### src/rtl/scs_pkg.sv
// package of constants and types for the switchgear command supervisor
package scs_pkg;
  localparam logic [1:0] POS_INDET = 2'h0;
  localparam logic [1:0] POS_OPEN = 2'h1;
  localparam logic [1:0] POS_CLOSED = 2'h2;
  localparam logic [1:0] POS_DISTURB = 2'h3;
  localparam logic [1:0] AUTH_NONE = 2'h0;
  localparam logic [1:0] AUTH_LOCAL = 2'h1;
  localparam logic [1:0] AUTH_REMOTE = 2'h2;
  localparam logic [1:0] AUTH_BOTH = 2'h3;
  localparam logic [1:0] BYP_OFF = 2'h0;
  localparam logic [1:0] BYP_SINGLE = 2'h1;
  localparam logic [1:0] BYP_PERM = 2'h2;
  localparam logic [1:0] BYP_TIMED = 2'h3;
  localparam int TMR_W = 24;
  localparam logic [TMR_W-1:0] TMR_ZERO = 24'h000000;
  localparam logic [TMR_W-1:0] TMR_ONE = 24'h000001;
  localparam int ILK_N = 3;
  localparam int SLOT_N = 8;
  localparam int CMD_PULSE_CYC = 4;
  localparam logic [7:0] ADDR_CTRL = 8'h00;
  localparam logic [7:0] ADDR_MANPOS = 8'h04;
  localparam logic [7:0] ADDR_TRAVEL = 8'h08;
  localparam logic [7:0] ADDR_DWELL = 8'h0C;
  localparam logic [7:0] ADDR_HOLD = 8'h10;
  localparam logic [7:0] ADDR_BYPASS = 8'h14;
  localparam logic [7:0] ADDR_STATUS = 8'h18;
  localparam logic [7:0] ADDR_CMD = 8'h1C;
  // control register bit fields
  localparam int CTRL_AUTH_LSB = 0;
  localparam int CTRL_BYP_LSB = 2;
  localparam int CTRL_LATCH_BIT = 4;
  localparam int CTRL_OPENWIRED_BIT = 5;
  localparam int CTRL_SLOT_LSB = 8;
  // command register bits (self-clearing)
  localparam int CMD_PANEL_CLOSE = 0;
  localparam int CMD_PANEL_OPEN = 1;
  localparam int CMD_REM_CLOSE = 2;
  localparam int CMD_REM_OPEN = 3;
  localparam int CMD_ACK = 4;
  localparam int CMD_BYP_ARM = 5;
  localparam int CMD_CLR_RESULT = 6;
  localparam logic [31:0] CTRL_RESET = 32'h00000023;
  typedef enum logic [2:0] {ST_IDLE, ST_PULSE, ST_TRAVEL, ST_DWELL} scs_op_t;
endpackage

### src/rtl/scs_supervisor.sv
// switchgear command supervisor: position check, interlocks, trip manager, commands
//
// Decided for this implementation: the plain strobed port and the address map.
`timescale 1ns/1ps
`default_nettype none
// What this block does
// - open command with open contact only starts travel timer, shows intermediate
// - open feedback before timeout sets open, success; clears intermediate together
// - travel timeout without feedback: unsuccessful, disturbed, intermediate cleared
// - after close travel time, optional dwell timer shows intermediate, then closed
// - position codes: 0 intermediate, 1 open, 2 closed
// - no open contact assigned: position code held at 3, disturbed
// - three interlocks per direction, any active blocks that direction
// - protection open and auto-reclose close bypass interlocks; separate trip block
// - assigned trip sources ORed into one switchgear trip command
// - only trip manager output drives switchgear; unassigned trips ignored
// - trip held a minimum time; latched or non-latched configurable
// - latch released after sources drop and acknowledge, unlatch or no assignment
// - one external close and one external open request input
// - open wins; close on rising edge, open while level asserted
// - remote commands only with authority remote or local-and-remote
// - authority none/local/remote/both gates switching, never protection trips or auto-reclose
// - bypass modes single, permanent, timed; duration also limits single mode
// - bypass also enabled by the assigned bypass input signal
// - manual position override with overridden flag
// - one command at a time; new commands ignored while one runs
// - command suppressed when switchgear already in requested position
// - held panel close gives exactly one close pulse
module scs_supervisor
  import scs_pkg::*;
#(
  parameter int SLOTS = SLOT_N
) (
  input wire logic clock, // 25 MHz
  input wire logic rst, // async, active high
  input wire logic [7:0] addr, // register address
  input wire logic [31:0] wdata, // write data
  input wire logic wr, // write strobe
  input wire logic rd, // read strobe
  output logic [31:0] rdata, // read data, cycle after rd
  input wire logic aux_open_in, // open auxiliary contact pin
  input wire logic [ILK_N-1:0] ilk_close, // close interlocks
  input wire logic [ILK_N-1:0] ilk_open, // open interlocks
  input wire logic [SLOTS-1:0] prot_trip, // protection trip sources
  input wire logic trip_block, // blocks protection trip
  input wire logic trip_release_signal, // assigned trip acknowledge
  input wire logic auto_reclose_unit, // reclose request
  input wire logic external_close_request, // external close
  input wire logic external_open_request, // external open
  input wire logic bypass_duration, // bypass enable signal
  output logic trip_cmd, // trip coil drive
  output logic close_cmd, // close coil drive
  output logic open_cmd, // open coil drive (control)
  output logic [1:0] position, // validated position code
  output logic pos_open, // open flag
  output logic pos_closed, // closed flag
  output logic pos_indet, // intermediate flag
  output logic pos_disturb, // disturbed flag
  output logic command_success_flag, // last op succeeded
  output logic command_fail_flag, // last op failed
  output logic pos_overridden, // manual override active
  output logic bypass_active // interlock bypass on
);
  typedef struct packed {
    logic [31:0] ctrl;
    logic [2:0] manpos;
    logic [TMR_W-1:0] travel_pre;
    logic [TMR_W-1:0] dwell_pre;
    logic [TMR_W-1:0] hold_pre;
    logic [TMR_W-1:0] byp_pre;
    logic [TMR_W-1:0] op_tmr;
    logic [TMR_W-1:0] hold_tmr;
    logic [TMR_W-1:0] byp_tmr;
    scs_op_t op;
    logic op_open;
    logic [2:0] pulse_cnt;
    logic [1:0] aux_sync;
    logic [1:0] ext_close_sync;
    logic [1:0] ext_open_sync;
    logic ext_close_prev;
    logic ar_prev;
    logic byp_sig_prev;
    logic panel_close_seen;
    logic trip_latched;
    logic ack_pend;
    logic byp_on;
    logic [1:0] pos_v;
    logic succ;
    logic fail;
    logic trip;
    logic close_o;
    logic open_o;
    logic [31:0] rdata;
  } scs_state_t;

  scs_state_t s_reg, s_next;

  // timer preset reload helper, never below one tick
  function automatic logic [TMR_W-1:0] tmr_load(input logic [TMR_W-1:0] pre);
    tmr_load = (pre == TMR_ZERO) ? TMR_ONE : pre;
  endfunction

  // current validated position incl. override
  function automatic logic [1:0] eff_pos(input scs_state_t st);
    eff_pos = st.manpos[2] ? st.manpos[1:0] : st.pos_v;
  endfunction

  logic [1:0] auth;
  logic [1:0] byp_mode;
  logic latch_en;
  logic open_wired;
  logic [SLOTS-1:0] slot_en;
  logic aux_q;
  logic any_trip;
  logic bypass;
  logic remote_ok;
  logic local_ok;
  logic req_close;
  logic req_open;
  logic req_ar;
  logic cmd_wr;
  logic [1:0] cur_pos;

  // decoded configuration
  always_comb begin
    auth = s_reg.ctrl[CTRL_AUTH_LSB +: 2];
    byp_mode = s_reg.ctrl[CTRL_BYP_LSB +: 2];
    latch_en = s_reg.ctrl[CTRL_LATCH_BIT];
    open_wired = s_reg.ctrl[CTRL_OPENWIRED_BIT];
    slot_en = s_reg.ctrl[CTRL_SLOT_LSB +: SLOTS];
    aux_q = s_reg.aux_sync[1];
    cur_pos = eff_pos(s_reg);
    bypass = s_reg.byp_on;
    cmd_wr = wr && (addr == ADDR_CMD);
  end

  always_comb begin
    s_next = s_reg;
    // open contact and external request pins pass two flops before any logic reads them
    // pin synchronisers
    s_next.aux_sync = {s_reg.aux_sync[0], aux_open_in};
    s_next.ext_close_sync = {s_reg.ext_close_sync[0], external_close_request};
    s_next.ext_open_sync = {s_reg.ext_open_sync[0], external_open_request};
    s_next.ext_close_prev = s_reg.ext_close_sync[1];
    s_next.ar_prev = auto_reclose_unit;
    s_next.byp_sig_prev = bypass_duration;
    s_next.ack_pend = s_reg.ack_pend;
    // register writes
    if (wr) begin
      case (addr)
        ADDR_CTRL: s_next.ctrl = wdata;
        ADDR_MANPOS: s_next.manpos = wdata[2:0];
        ADDR_TRAVEL: s_next.travel_pre = wdata[TMR_W-1:0];
        ADDR_DWELL: s_next.dwell_pre = wdata[TMR_W-1:0];
        ADDR_HOLD: s_next.hold_pre = wdata[TMR_W-1:0];
        ADDR_BYPASS: s_next.byp_pre = wdata[TMR_W-1:0];
        default: ;
      endcase
    end
    if (cmd_wr && wdata[CMD_CLR_RESULT]) begin
      s_next.succ = 1'b0;
      s_next.fail = 1'b0;
    end
    remote_ok = (auth == AUTH_REMOTE) || (auth == AUTH_BOTH);
    local_ok = (auth == AUTH_LOCAL) || (auth == AUTH_BOTH);
    req_close = 1'b0;
    if (cmd_wr && wdata[CMD_PANEL_CLOSE] && local_ok && !s_reg.panel_close_seen)
      req_close = 1'b1;
    s_next.panel_close_seen = cmd_wr ? wdata[CMD_PANEL_CLOSE] : s_reg.panel_close_seen;
    if (cmd_wr && wdata[CMD_REM_CLOSE] && remote_ok)
      req_close = 1'b1;
    if (s_reg.ext_close_sync[1] && !s_reg.ext_close_prev && remote_ok)
      req_close = 1'b1;
    req_open = (cmd_wr && wdata[CMD_PANEL_OPEN] && local_ok) ||
               (cmd_wr && wdata[CMD_REM_OPEN] && remote_ok) ||
               (s_reg.ext_open_sync[1] && remote_ok); // level acting
    req_ar = auto_reclose_unit && !s_reg.ar_prev;
    if (!bypass) begin
      if (|ilk_open)
        req_open = 1'b0;
      if (|ilk_close)
        req_close = 1'b0;
    end
    if (req_open) begin
      req_close = 1'b0;
      req_ar = 1'b0;
    end
    if (cur_pos == POS_OPEN)
      req_open = 1'b0;
    if (cur_pos == POS_CLOSED) begin
      req_close = 1'b0;
      req_ar = 1'b0;
    end
    // a forgotten bypass is dangerous, so only permanent mode never runs out
    // bypass arming and timing
    if ((cmd_wr && wdata[CMD_BYP_ARM] && byp_mode != BYP_OFF) ||
        (bypass_duration && !s_reg.byp_sig_prev)) begin
      s_next.byp_on = 1'b1;
      s_next.byp_tmr = tmr_load(s_reg.byp_pre);
    end else if (s_reg.byp_on && byp_mode != BYP_PERM) begin
      if (s_reg.byp_tmr <= TMR_ONE)
        s_next.byp_on = 1'b0;
      else
        s_next.byp_tmr = s_reg.byp_tmr - TMR_ONE;
    end
    if (byp_mode == BYP_OFF && !bypass_duration)
      s_next.byp_on = s_next.byp_on && (s_reg.byp_tmr > TMR_ONE);
    // operation sequencer
    s_next.close_o = 1'b0;
    s_next.open_o = 1'b0;
    case (s_reg.op)
      ST_IDLE: begin
        if (req_open || req_close || req_ar) begin
          s_next.op = ST_PULSE;
          s_next.op_open = req_open;
          // idle cycle already drives the coil, so load one short
          s_next.pulse_cnt = 3'(CMD_PULSE_CYC - 1);
          s_next.op_tmr = tmr_load(s_reg.travel_pre);
          s_next.succ = 1'b0;
          s_next.fail = 1'b0;
          if (req_open)
            s_next.open_o = 1'b1;
          else
            s_next.close_o = 1'b1;
          // single mode consumed by a command
          if (byp_mode == BYP_SINGLE && s_reg.byp_on && !bypass_duration)
            s_next.byp_on = 1'b0;
          if (open_wired && req_open)
            s_next.pos_v = POS_INDET;
        end
      end
      ST_PULSE, ST_TRAVEL: begin
        if (s_reg.op == ST_PULSE) begin
          s_next.open_o = s_reg.op_open;
          s_next.close_o = !s_reg.op_open;
          if (s_reg.pulse_cnt <= 3'h1)
            s_next.op = ST_TRAVEL;
          else
            s_next.pulse_cnt = s_reg.pulse_cnt - 3'h1;
        end
        if (s_reg.op_open && open_wired && aux_q) begin
          s_next.pos_v = POS_OPEN;
          s_next.succ = 1'b1;
          s_next.op = ST_IDLE;
          s_next.open_o = 1'b0;
        end else if (s_reg.op_tmr <= TMR_ONE) begin
          s_next.open_o = 1'b0;
          s_next.close_o = 1'b0;
          if (s_reg.op_open && open_wired) begin
            s_next.fail = 1'b1;
            s_next.pos_v = POS_DISTURB;
            s_next.op = ST_IDLE;
          end else if (s_reg.dwell_pre != TMR_ZERO) begin
            s_next.op = ST_DWELL;
            s_next.op_tmr = s_reg.dwell_pre;
            s_next.pos_v = POS_INDET;
          end else begin
            s_next.op = ST_IDLE;
            s_next.pos_v = s_reg.op_open ? POS_OPEN : POS_CLOSED;
          end
        end else begin
          s_next.op_tmr = s_reg.op_tmr - TMR_ONE;
        end
      end
      ST_DWELL: begin
        if (s_reg.op_tmr <= TMR_ONE) begin
          s_next.op = ST_IDLE;
          s_next.pos_v = s_reg.op_open ? POS_OPEN : POS_CLOSED;
        end else begin
          s_next.op_tmr = s_reg.op_tmr - TMR_ONE;
        end
      end
      default: s_next.op = ST_IDLE;
    endcase
    // outside an operation the single contact is read directly, but disturbed holds until it shows open
    // idle level follows open contact
    if (open_wired && s_reg.op == ST_IDLE && s_next.op == ST_IDLE &&
        s_reg.pos_v != POS_DISTURB)
      s_next.pos_v = aux_q ? POS_OPEN : POS_CLOSED;
    if (open_wired && s_reg.pos_v == POS_DISTURB && aux_q && s_reg.op == ST_IDLE)
      s_next.pos_v = POS_OPEN;
    // without a wired contact the position cannot be trusted
    // no contact assigned: disturbed
    if (!open_wired)
      s_next.pos_v = POS_DISTURB;
    any_trip = |(prot_trip & slot_en) && !trip_block;
    if (cmd_wr && wdata[CMD_ACK])
      s_next.ack_pend = 1'b1;
    if (trip_release_signal)
      s_next.ack_pend = 1'b1;
    // an acknowledge while a source is still active is dropped
    if (any_trip) begin
      s_next.trip = 1'b1;
      s_next.hold_tmr = tmr_load(s_reg.hold_pre);
      s_next.trip_latched = latch_en;
      s_next.ack_pend = 1'b0;
    end else if (s_reg.trip) begin
      if (s_reg.hold_tmr > TMR_ONE)
        s_next.hold_tmr = s_reg.hold_tmr - TMR_ONE;
      else if (!s_reg.trip_latched || s_reg.ack_pend || !latch_en || slot_en == '0) begin
        s_next.trip = 1'b0;
        s_next.trip_latched = 1'b0;
        s_next.ack_pend = 1'b0;
        s_next.hold_tmr = TMR_ZERO;
      end
    end else begin
      s_next.ack_pend = 1'b0;
    end
    // protection trip ignores interlocks/authority
    // read port, status word
    s_next.rdata = 32'h00000000;
    if (rd) begin
      case (addr)
        ADDR_CTRL: s_next.rdata = s_reg.ctrl;
        ADDR_MANPOS: s_next.rdata = {29'h0, s_reg.manpos};
        ADDR_TRAVEL: s_next.rdata = {8'h00, s_reg.travel_pre};
        ADDR_DWELL: s_next.rdata = {8'h00, s_reg.dwell_pre};
        ADDR_HOLD: s_next.rdata = {8'h00, s_reg.hold_pre};
        ADDR_BYPASS: s_next.rdata = {8'h00, s_reg.byp_pre};
        // status: position, sequencer state, result, trip, bypass, override
        ADDR_STATUS: s_next.rdata = {22'h0, s_reg.manpos[2], s_reg.byp_on,
          s_reg.trip, s_reg.fail, s_reg.succ, 3'(s_reg.op), cur_pos};
        default: s_next.rdata = 32'h00000000;
      endcase
    end
  end

  always_ff @(posedge clock or posedge rst) begin
    if (rst) begin
      s_reg <= '0;
      s_reg.ctrl <= CTRL_RESET;
      s_reg.pos_v <= POS_DISTURB;
      s_reg.op <= ST_IDLE;
    end else begin
      s_reg <= s_next;
    end
  end

  // outputs from state flops; position and its flags decoded through the override mux
  always_comb begin
    rdata = s_reg.rdata;
    trip_cmd = s_reg.trip;
    close_cmd = s_reg.close_o;
    open_cmd = s_reg.open_o;
    command_success_flag = s_reg.succ;
    command_fail_flag = s_reg.fail;
    pos_overridden = s_reg.manpos[2];
    position = cur_pos;
    pos_open = cur_pos == POS_OPEN;
    pos_closed = cur_pos == POS_CLOSED;
    pos_indet = cur_pos == POS_INDET;
    pos_disturb = cur_pos == POS_DISTURB;
    bypass_active = s_reg.byp_on;
  end
endmodule
`default_nettype wire

### config.mk
export PLATFORM = sky130hd
export DESIGN_NAME = scs_supervisor
export DESIGN_NICKNAME = d
export VERILOG_FILES = /design/src/rtl/scs_pkg.sv /design/src/rtl/scs_supervisor.sv
export SDC_FILE = /design/constraint.sdc
export NUM_CORES = 1
export LEC_CHECK = 0
export BUFFER_PORTS_ARGS = -buffer_cell sky130_fd_sc_hd__clkbuf_2
export CAP_MARGIN = 40
export CORE_MARGIN = 10
export CORE_UTILIZATION = 25
export DETAILED_ROUTE_END_ITERATION = 7
export HOLD_SLACK_MARGIN = 0.05
export SYNTH_ARGS = -nofsm -noshare
export SYNTH_HDL_FRONTEND = slang
export SYNTH_SLANG_ARGS = --single-unit
### constraint.sdc
create_clock -name clock -period 9.05 [get_ports clock]
set_clock_uncertainty 0.1 [all_clocks]
set_input_delay 2.2625 -clock clock [delete_from_list [all_inputs] [get_ports clock]]
set_output_delay 2.2625 -clock clock [all_outputs]
set_load 0.005 [all_outputs]
==> flow_summary.json, run 1 <==
{
  "status": "completed",
  "cp.required_ps": 9410,
  "rsz0062_at_grt": "false",
  "cp-start-kind": "primary input",
  "ys_types": 80,
  "antenna_found_initial": 2,
  "async_flop_share": 1.00,
  "clk_path_buf_depth": 3,
  "utilization": 0.293,
  "path_clk_slew_ps": 60,
  "synth_edf_count": 0,
  "core_um2": 52400,
  "synth_ff_type": "dfrtp_1",
  "slowest_delay_ps": 690,
  "worstPathMaxFanout": 13,
  "fin_ws_ps": 4520,
  "r2r-end": "s_reg[110]",
  "initial_utilization": 0.252,
  "syn_inst": 1277,
  "setup_viol": 0,
  "power_leakage_nw": 6.82,
  "critPathKind": "primary input to flop",
  "wl_per_cell_um": 20.0,
  "hold_ws_ps": 252,
  "timing.fmax_ghz": 0.221,
  "multi_input_area_um2": 6100,
  "fp.dieW_um": 250,
  "seq_area_um2": 6560,
  "drt_first_pass_iters": 5,
  "drive_gt1_frac": 0.252,
  "first_global_vias": 10700,
  "min_from": "s_next[51]",
  "hold_buffers": 0,
  "p_per_area_nw_per_um2": 257,
  "endpoint_kind": "flop",
  "drt_iter0_markers": 768,
  "post_cts_buffers": 0,
  "slew_headroom": 0.300,
  "crit_family": "simple AND/OR/NAND/NOR gates",
  "via_count": 10600,
  "netlist_area_um2": 13200,
  "ant_nets": 0,
  "arrival_ps": 4890,
  "clock-root-buffer": "clkbuf_16",
  "peakVddDrop_mv": 0.156,
  "syn_avg_cell_area_um2": 10.4,
  "cts-resized-gates": 0,
  "dieArea_um2": 62500,
  "cts_tree": "built",
  "syn_to_final_growth_pct": 16.1,
  "cts_max_level": 1,
  "io_pins": 110,
  "cts_made_buffers": 28,
  "cts_num_sinks": 262,
  "vias_per_cell": 5.18,
  "clk_latency_ps": 540,
  "timing.critical_path.buf_inv": 1,
  "place_congestion": 0.870,
  "tns_ps": 0,
  "stdcell_area_um2": 15400,
  "slew_viol_final": 0,
  "synth_top_area_share": 0.486,
  "rows": 84,
  "io_buffers": 109,
  "synth_warnings": 0,
  "finalCritPeriodShare": 0.501,
  "placed_area_um2": 14400,
  "synth_top_area_cell": "dfrtp_1",
  "grt_first_pass_wirelength_mm": 64.1,
  "yosys-top-cells-area": "dfrtp_1 49%, mux2_2 11%, o21ai_0 4.1%, nor2_1 3.0%, a21oi_1 2.9%",
  "grt_usage": 0.126,
  "worst_slew_pin_slew_ps": 1050,
  "drv_cap": 0,
  "nets": 1413,
  "die_h_um": 250,
  "yosysSeqAreaShare": 0.496,
  "fin_crit_ps": 4530,
  "crit_slowest_cell": "or4b_1",
  "hold_path_class": "flop to flop",
  "whs_endpoint": "aux_q",
  "path_cells": "clkbuf_2, or4b_1, or3_1, o22a_1, nor2_2, nand2_1, a21oi_1, a2bb2oi_1",
  "place_ws_ps": 3950,
  "drc": 0,
  "rrSetupSlack_ps": 5590,
  "worst_r2r_path_depth": 8,
  "dp_hpwl_mm": 30.3,
  "grt_max_degree": 191,
  "min_path_cells": 0,
  "drt_wl_total_mm": 41.0,
  "hold_viol": 0,
  "overflow": 0,
  "ys_ff_latch": 262,
  "fillers": 5339,
  "cp_num_cells": 8,
  "syn_nets": 1350,
  "largest_reg_flops": 212,
  "r2r-start": "s_reg[111]"
}
worst max-delay path by stage:
stage,start,to,slack [ps]
2_1_floorplan,rst,aux_q,3240
3_3_place_gp,addr[2],s_reg[142],3330
3_5_place_dp,addr[5],s_reg[81],3950
4_1_cts,addr[5],s_reg[81],4520
5_1_grt,addr[5],s_reg[81],4310
6_report,addr[5],s_reg[81],4520
cells by family after synthesis:
kind of cell / Yosys count / share of synthesized area
AO/OA/AOI/OAI: 334 / 0.165
adder cells (fa/ha/maj): 9 / 0.00832
multiplexers: 154 / 0.129
other: 1 / 0.000284
XOR/XNOR: 17 / 0.0113
flip-flops: 262 / 0.496
AND/OR/NAND/NOR: 380 / 0.144
buffers and inverters: 120 / 0.0458
cell usage in the layout, fill, tap and decap left out, drive strengths merged, types with 7 or more instances in the layout:
cell,instances
o21ai,116
a22oi,19
or3,15
a21oi,79
xnor2,12
a221o,7
a22o,12
buf,20
ha,8
nor4,51
a221oi,32
mux2,129
dfrtp,257
inv,23
clkbuf,152
mux2i,25
nand2b,7
and3,10
nand2,94
nor3,48
nand4,11
or4,7
nand3,12
nor2,106
synthesized netlist by cell type (all sizes together) (3+ instances only):
master	instances
a21o	6
a41oi	3
xnor2	12
nor2b	5
a22oi	19
inv	24
a222oi	4
a22o	12
a21oi	79
o21ai	116
buf	46
and2	3
nor2	106
nor3	48
mux2	129
clkbuf	50
nor4	51
nand2b	7
or2	6
nand3	12
o211ai	3
a221o	7
or3	15
o22ai	5
ha	8
a32oi	5
dfrtp	257
a31oi	6
dfstp	5
mux2i	25
and3	10
a221oi	32
a211oi	4
or4	7
o31ai	3
xor2	5
nand2	94
nand4	11
o2bb2ai	4
metal layers:
metal | track usage | up-vias | routed length (µm)
li1 | - | 4858 | -
met1 | 0.159 | 5369 | 17100
met2 | 0.220 | 326 | 20600
met3 | 0.0199 | 72 | 2130
met4 | 0.0341 | 2 | 1090
met5 | 0 | - | 7
cell type report:
| cell class | instances | share of cell area |
|---|---|---|
| inverter | 24 | 0.00611 |
| clock inverter | 8 | 0.00440 |
| timing repair buffer | 129 | 0.0520 |
| antenna | 1 | 0.000163 |
| tap | 688 | 0.0561 |
| multi-input combinational | 895 | 0.397 |
| clock buffer | 43 | 0.0566 |
| sequential | 262 | 0.427 |
report_power, final:
group	internal (mW)	switching, mW	total [mW]	leakage, nW
clock	0.684	0.469	1.15	0.466
combinational	0.454	0.768	1.22	2.83
sequential	1.35	0.219	1.56	3.53
per-stage QoR:
stage               cells  power (mW)
CTS                  2049        3.95
detailed placement   1998        2.79
finish               2050        3.94
global route         2049        4.19
floorplan            1277        2.45
global placement     1990        2.74
(Power assumes the default switching activity.)
==> run 2, diff against run 1 <==
clock period = 3.94 ns   (was 9.05 ns; I/O delays follow)
==> run 2 against run 1 <==
  * Sequential share of layout area is essentially flat
  * Global-route usage grew 0.36 points
  * Final area about the same
  * Critical path type is now flop to flop
  * Largest power group unchanged
==> flow_summary.json, run 2 (synthesis results as in run 1) <==
{
  "status": "completed",
  "diodes": 0,
  "path_cells": "nor4_1, nand2_1, or3_1, a21oi_2, buf_4, nor2_1, a221oi_1, o21ai_0",
  "worst_r2r_path_depth": 8,
  "crit_family": "simple AND/OR/NAND/NOR gates",
  "cts-resized-gates": 0,
  "rows": 84,
  "vias_per_cell": 5.21,
  "drv_cap": 0,
  "drive_gt1_frac": 0.256,
  "clk_latency_ps": 560,
  "place_congestion": 0.847,
  "dp.cells": 2007,
  "cts_tree": "built",
  "rrSetupSlack_ps": 610,
  "drt_first_pass_iters": 5,
  "p_per_area_nw_per_um2": 595,
  "drc": 0,
  "slew_viol_final": 0,
  "min_from": "s_next[49]",
  "fillers": 5426,
  "timing.fmax_ghz": 0.300,
  "r2r-start": "s_reg[120]",
  "stdcell_area_um2": 15400,
  "r2r-end": "s_reg[110]",
  "io_pins": 110,
  "nets": 1421,
  "cts_num_sinks": 262,
  "wl_per_cell_um": 20.4,
  "die_h_um": 250,
  "finalPower_mw": 9.13,
  "final_common_cell": "dfrtp_1",
  "drt_wl_total_mm": 41.9,
  "dieArea_um2": 62500,
  "finalCritPeriodShare": 0.846,
  "power_leakage_nw": 6.84,
  "cts_max_level": 1,
  "worst_slew_pin_slew_ps": 711,
  "io_buffers": 109,
  "cp.required_ps": 4260,
  "fin_ws_ps": 606,
  "worstPathMaxFanout": 29,
  "via_count": 10700,
  "critPathKind": "flop to flop",
  "overflow": 0,
  "grt_usage": 0.130,
  "endpoint_kind": "flop",
  "syn_to_final_growth_pct": 16.1,
  "hold_ws_ps": 248,
  "path_clk_slew_ps": 60,
  "clock-root-buffer": "clkbuf_16",
  "dp_hpwl_mm": 30.8,
  "initial_utilization": 0.252,
  "clk_path_buf_depth": 3,
  "rsz0062_at_grt": "false",
  "timing.critical_path.buf_inv": 1,
  "first_global_vias": 10900,
  "setup_viol": 0,
  "grt_first_pass_wirelength_mm": 65.7,
  "largest_reg_flops": 212,
  "drt_iter0_markers": 946,
  "place_ws_ps": 220,
  "whs_endpoint": "s_next[45]",
  "core_um2": 52400,
  "layout_common_cells": "257 x dfrtp_1, 128 x mux2_2, 109 x o21ai_0, 109 x clkbuf_2, 102 x nor2_1",
  "post_cts_buffers": 0,
  "cts_made_buffers": 27,
  "fin_crit_ps": 3330,
  "fp.dieW_um": 250,
  "arrival_ps": 3650,
  "slew_headroom": 0.525,
  "crit_slowest_cell": "nor4_1",
  "antenna_found_initial": 1,
  "cp-start-kind": "flop",
  "tns_ps": 0,
  "instances_no_fill": 2053,
  "hold_path_class": "flop to flop",
  "peakVddDrop_mv": 0.379,
  "hold_buffers": 0,
  "hold_viol": 0,
  "ant_nets": 0,
  "grt_max_degree": 90,
  "utilization": 0.293,
  "min_path_cells": 0,
  "placed_area_um2": 14400,
  "slowest_delay_ps": 570
}
run 2: changes by cell type in the layout (fill, tap and decap cells not counted), sizes merged:
cell	before	now
buf	20	29
clkbuf	152	147
clkinv	6	3
bufinv	1	3
inv	23	25
clkinvlp	2	1
diode	1	0
run 2: how the worst max path moves through the flow:
stage | startpoint | cells after the start | end
final | s_reg[120] | 8 | s_reg[110]
after global routing | s_reg[120] | 8 | s_reg[110]
after CTS | s_reg[120] | 8 | s_reg[110]
after detailed placement | addr[5] | 8 | s_reg[53]
after global placement | addr[5] | 8 | s_reg[53]
after floorplan | rst | 1 | aux_q
run 2: worst reg2reg max path: stages, from the launching register on:
cell and delay [ps]:
dfrtp_1 440, nor4_1 570, nand2_1 360, or3_1 570
a21oi_2 170, buf_4 310, nor2_1 130, a221oi_1 410
o21ai_0 150
run 2: routing by layer:
metal / wire length, µm / track usage
met2: 21100 / 0.226
met4: 1490 / 0.0491
met5: 7 / 0
met1: 17300 / 0.159
met3: 1990 / 0.0195
run 2: final cells by class:
type	count	area (µm²)	share of cell area
multi-input cells	895	6100	0.397
well taps	688	861	0.0560
clock buffers	38	797	0.0519
inverters	24	93.8	0.00611
repair buffers	138	826	0.0538
clock inverters	8	123	0.00798
flip-flops and latches	262	6560	0.427
run 2: report_power, final:
part | internal, mW | switching [mW]
sequential | 3.09 | 0.508
combinational | 1.06 | 1.79
clock | 1.60 | 1.09
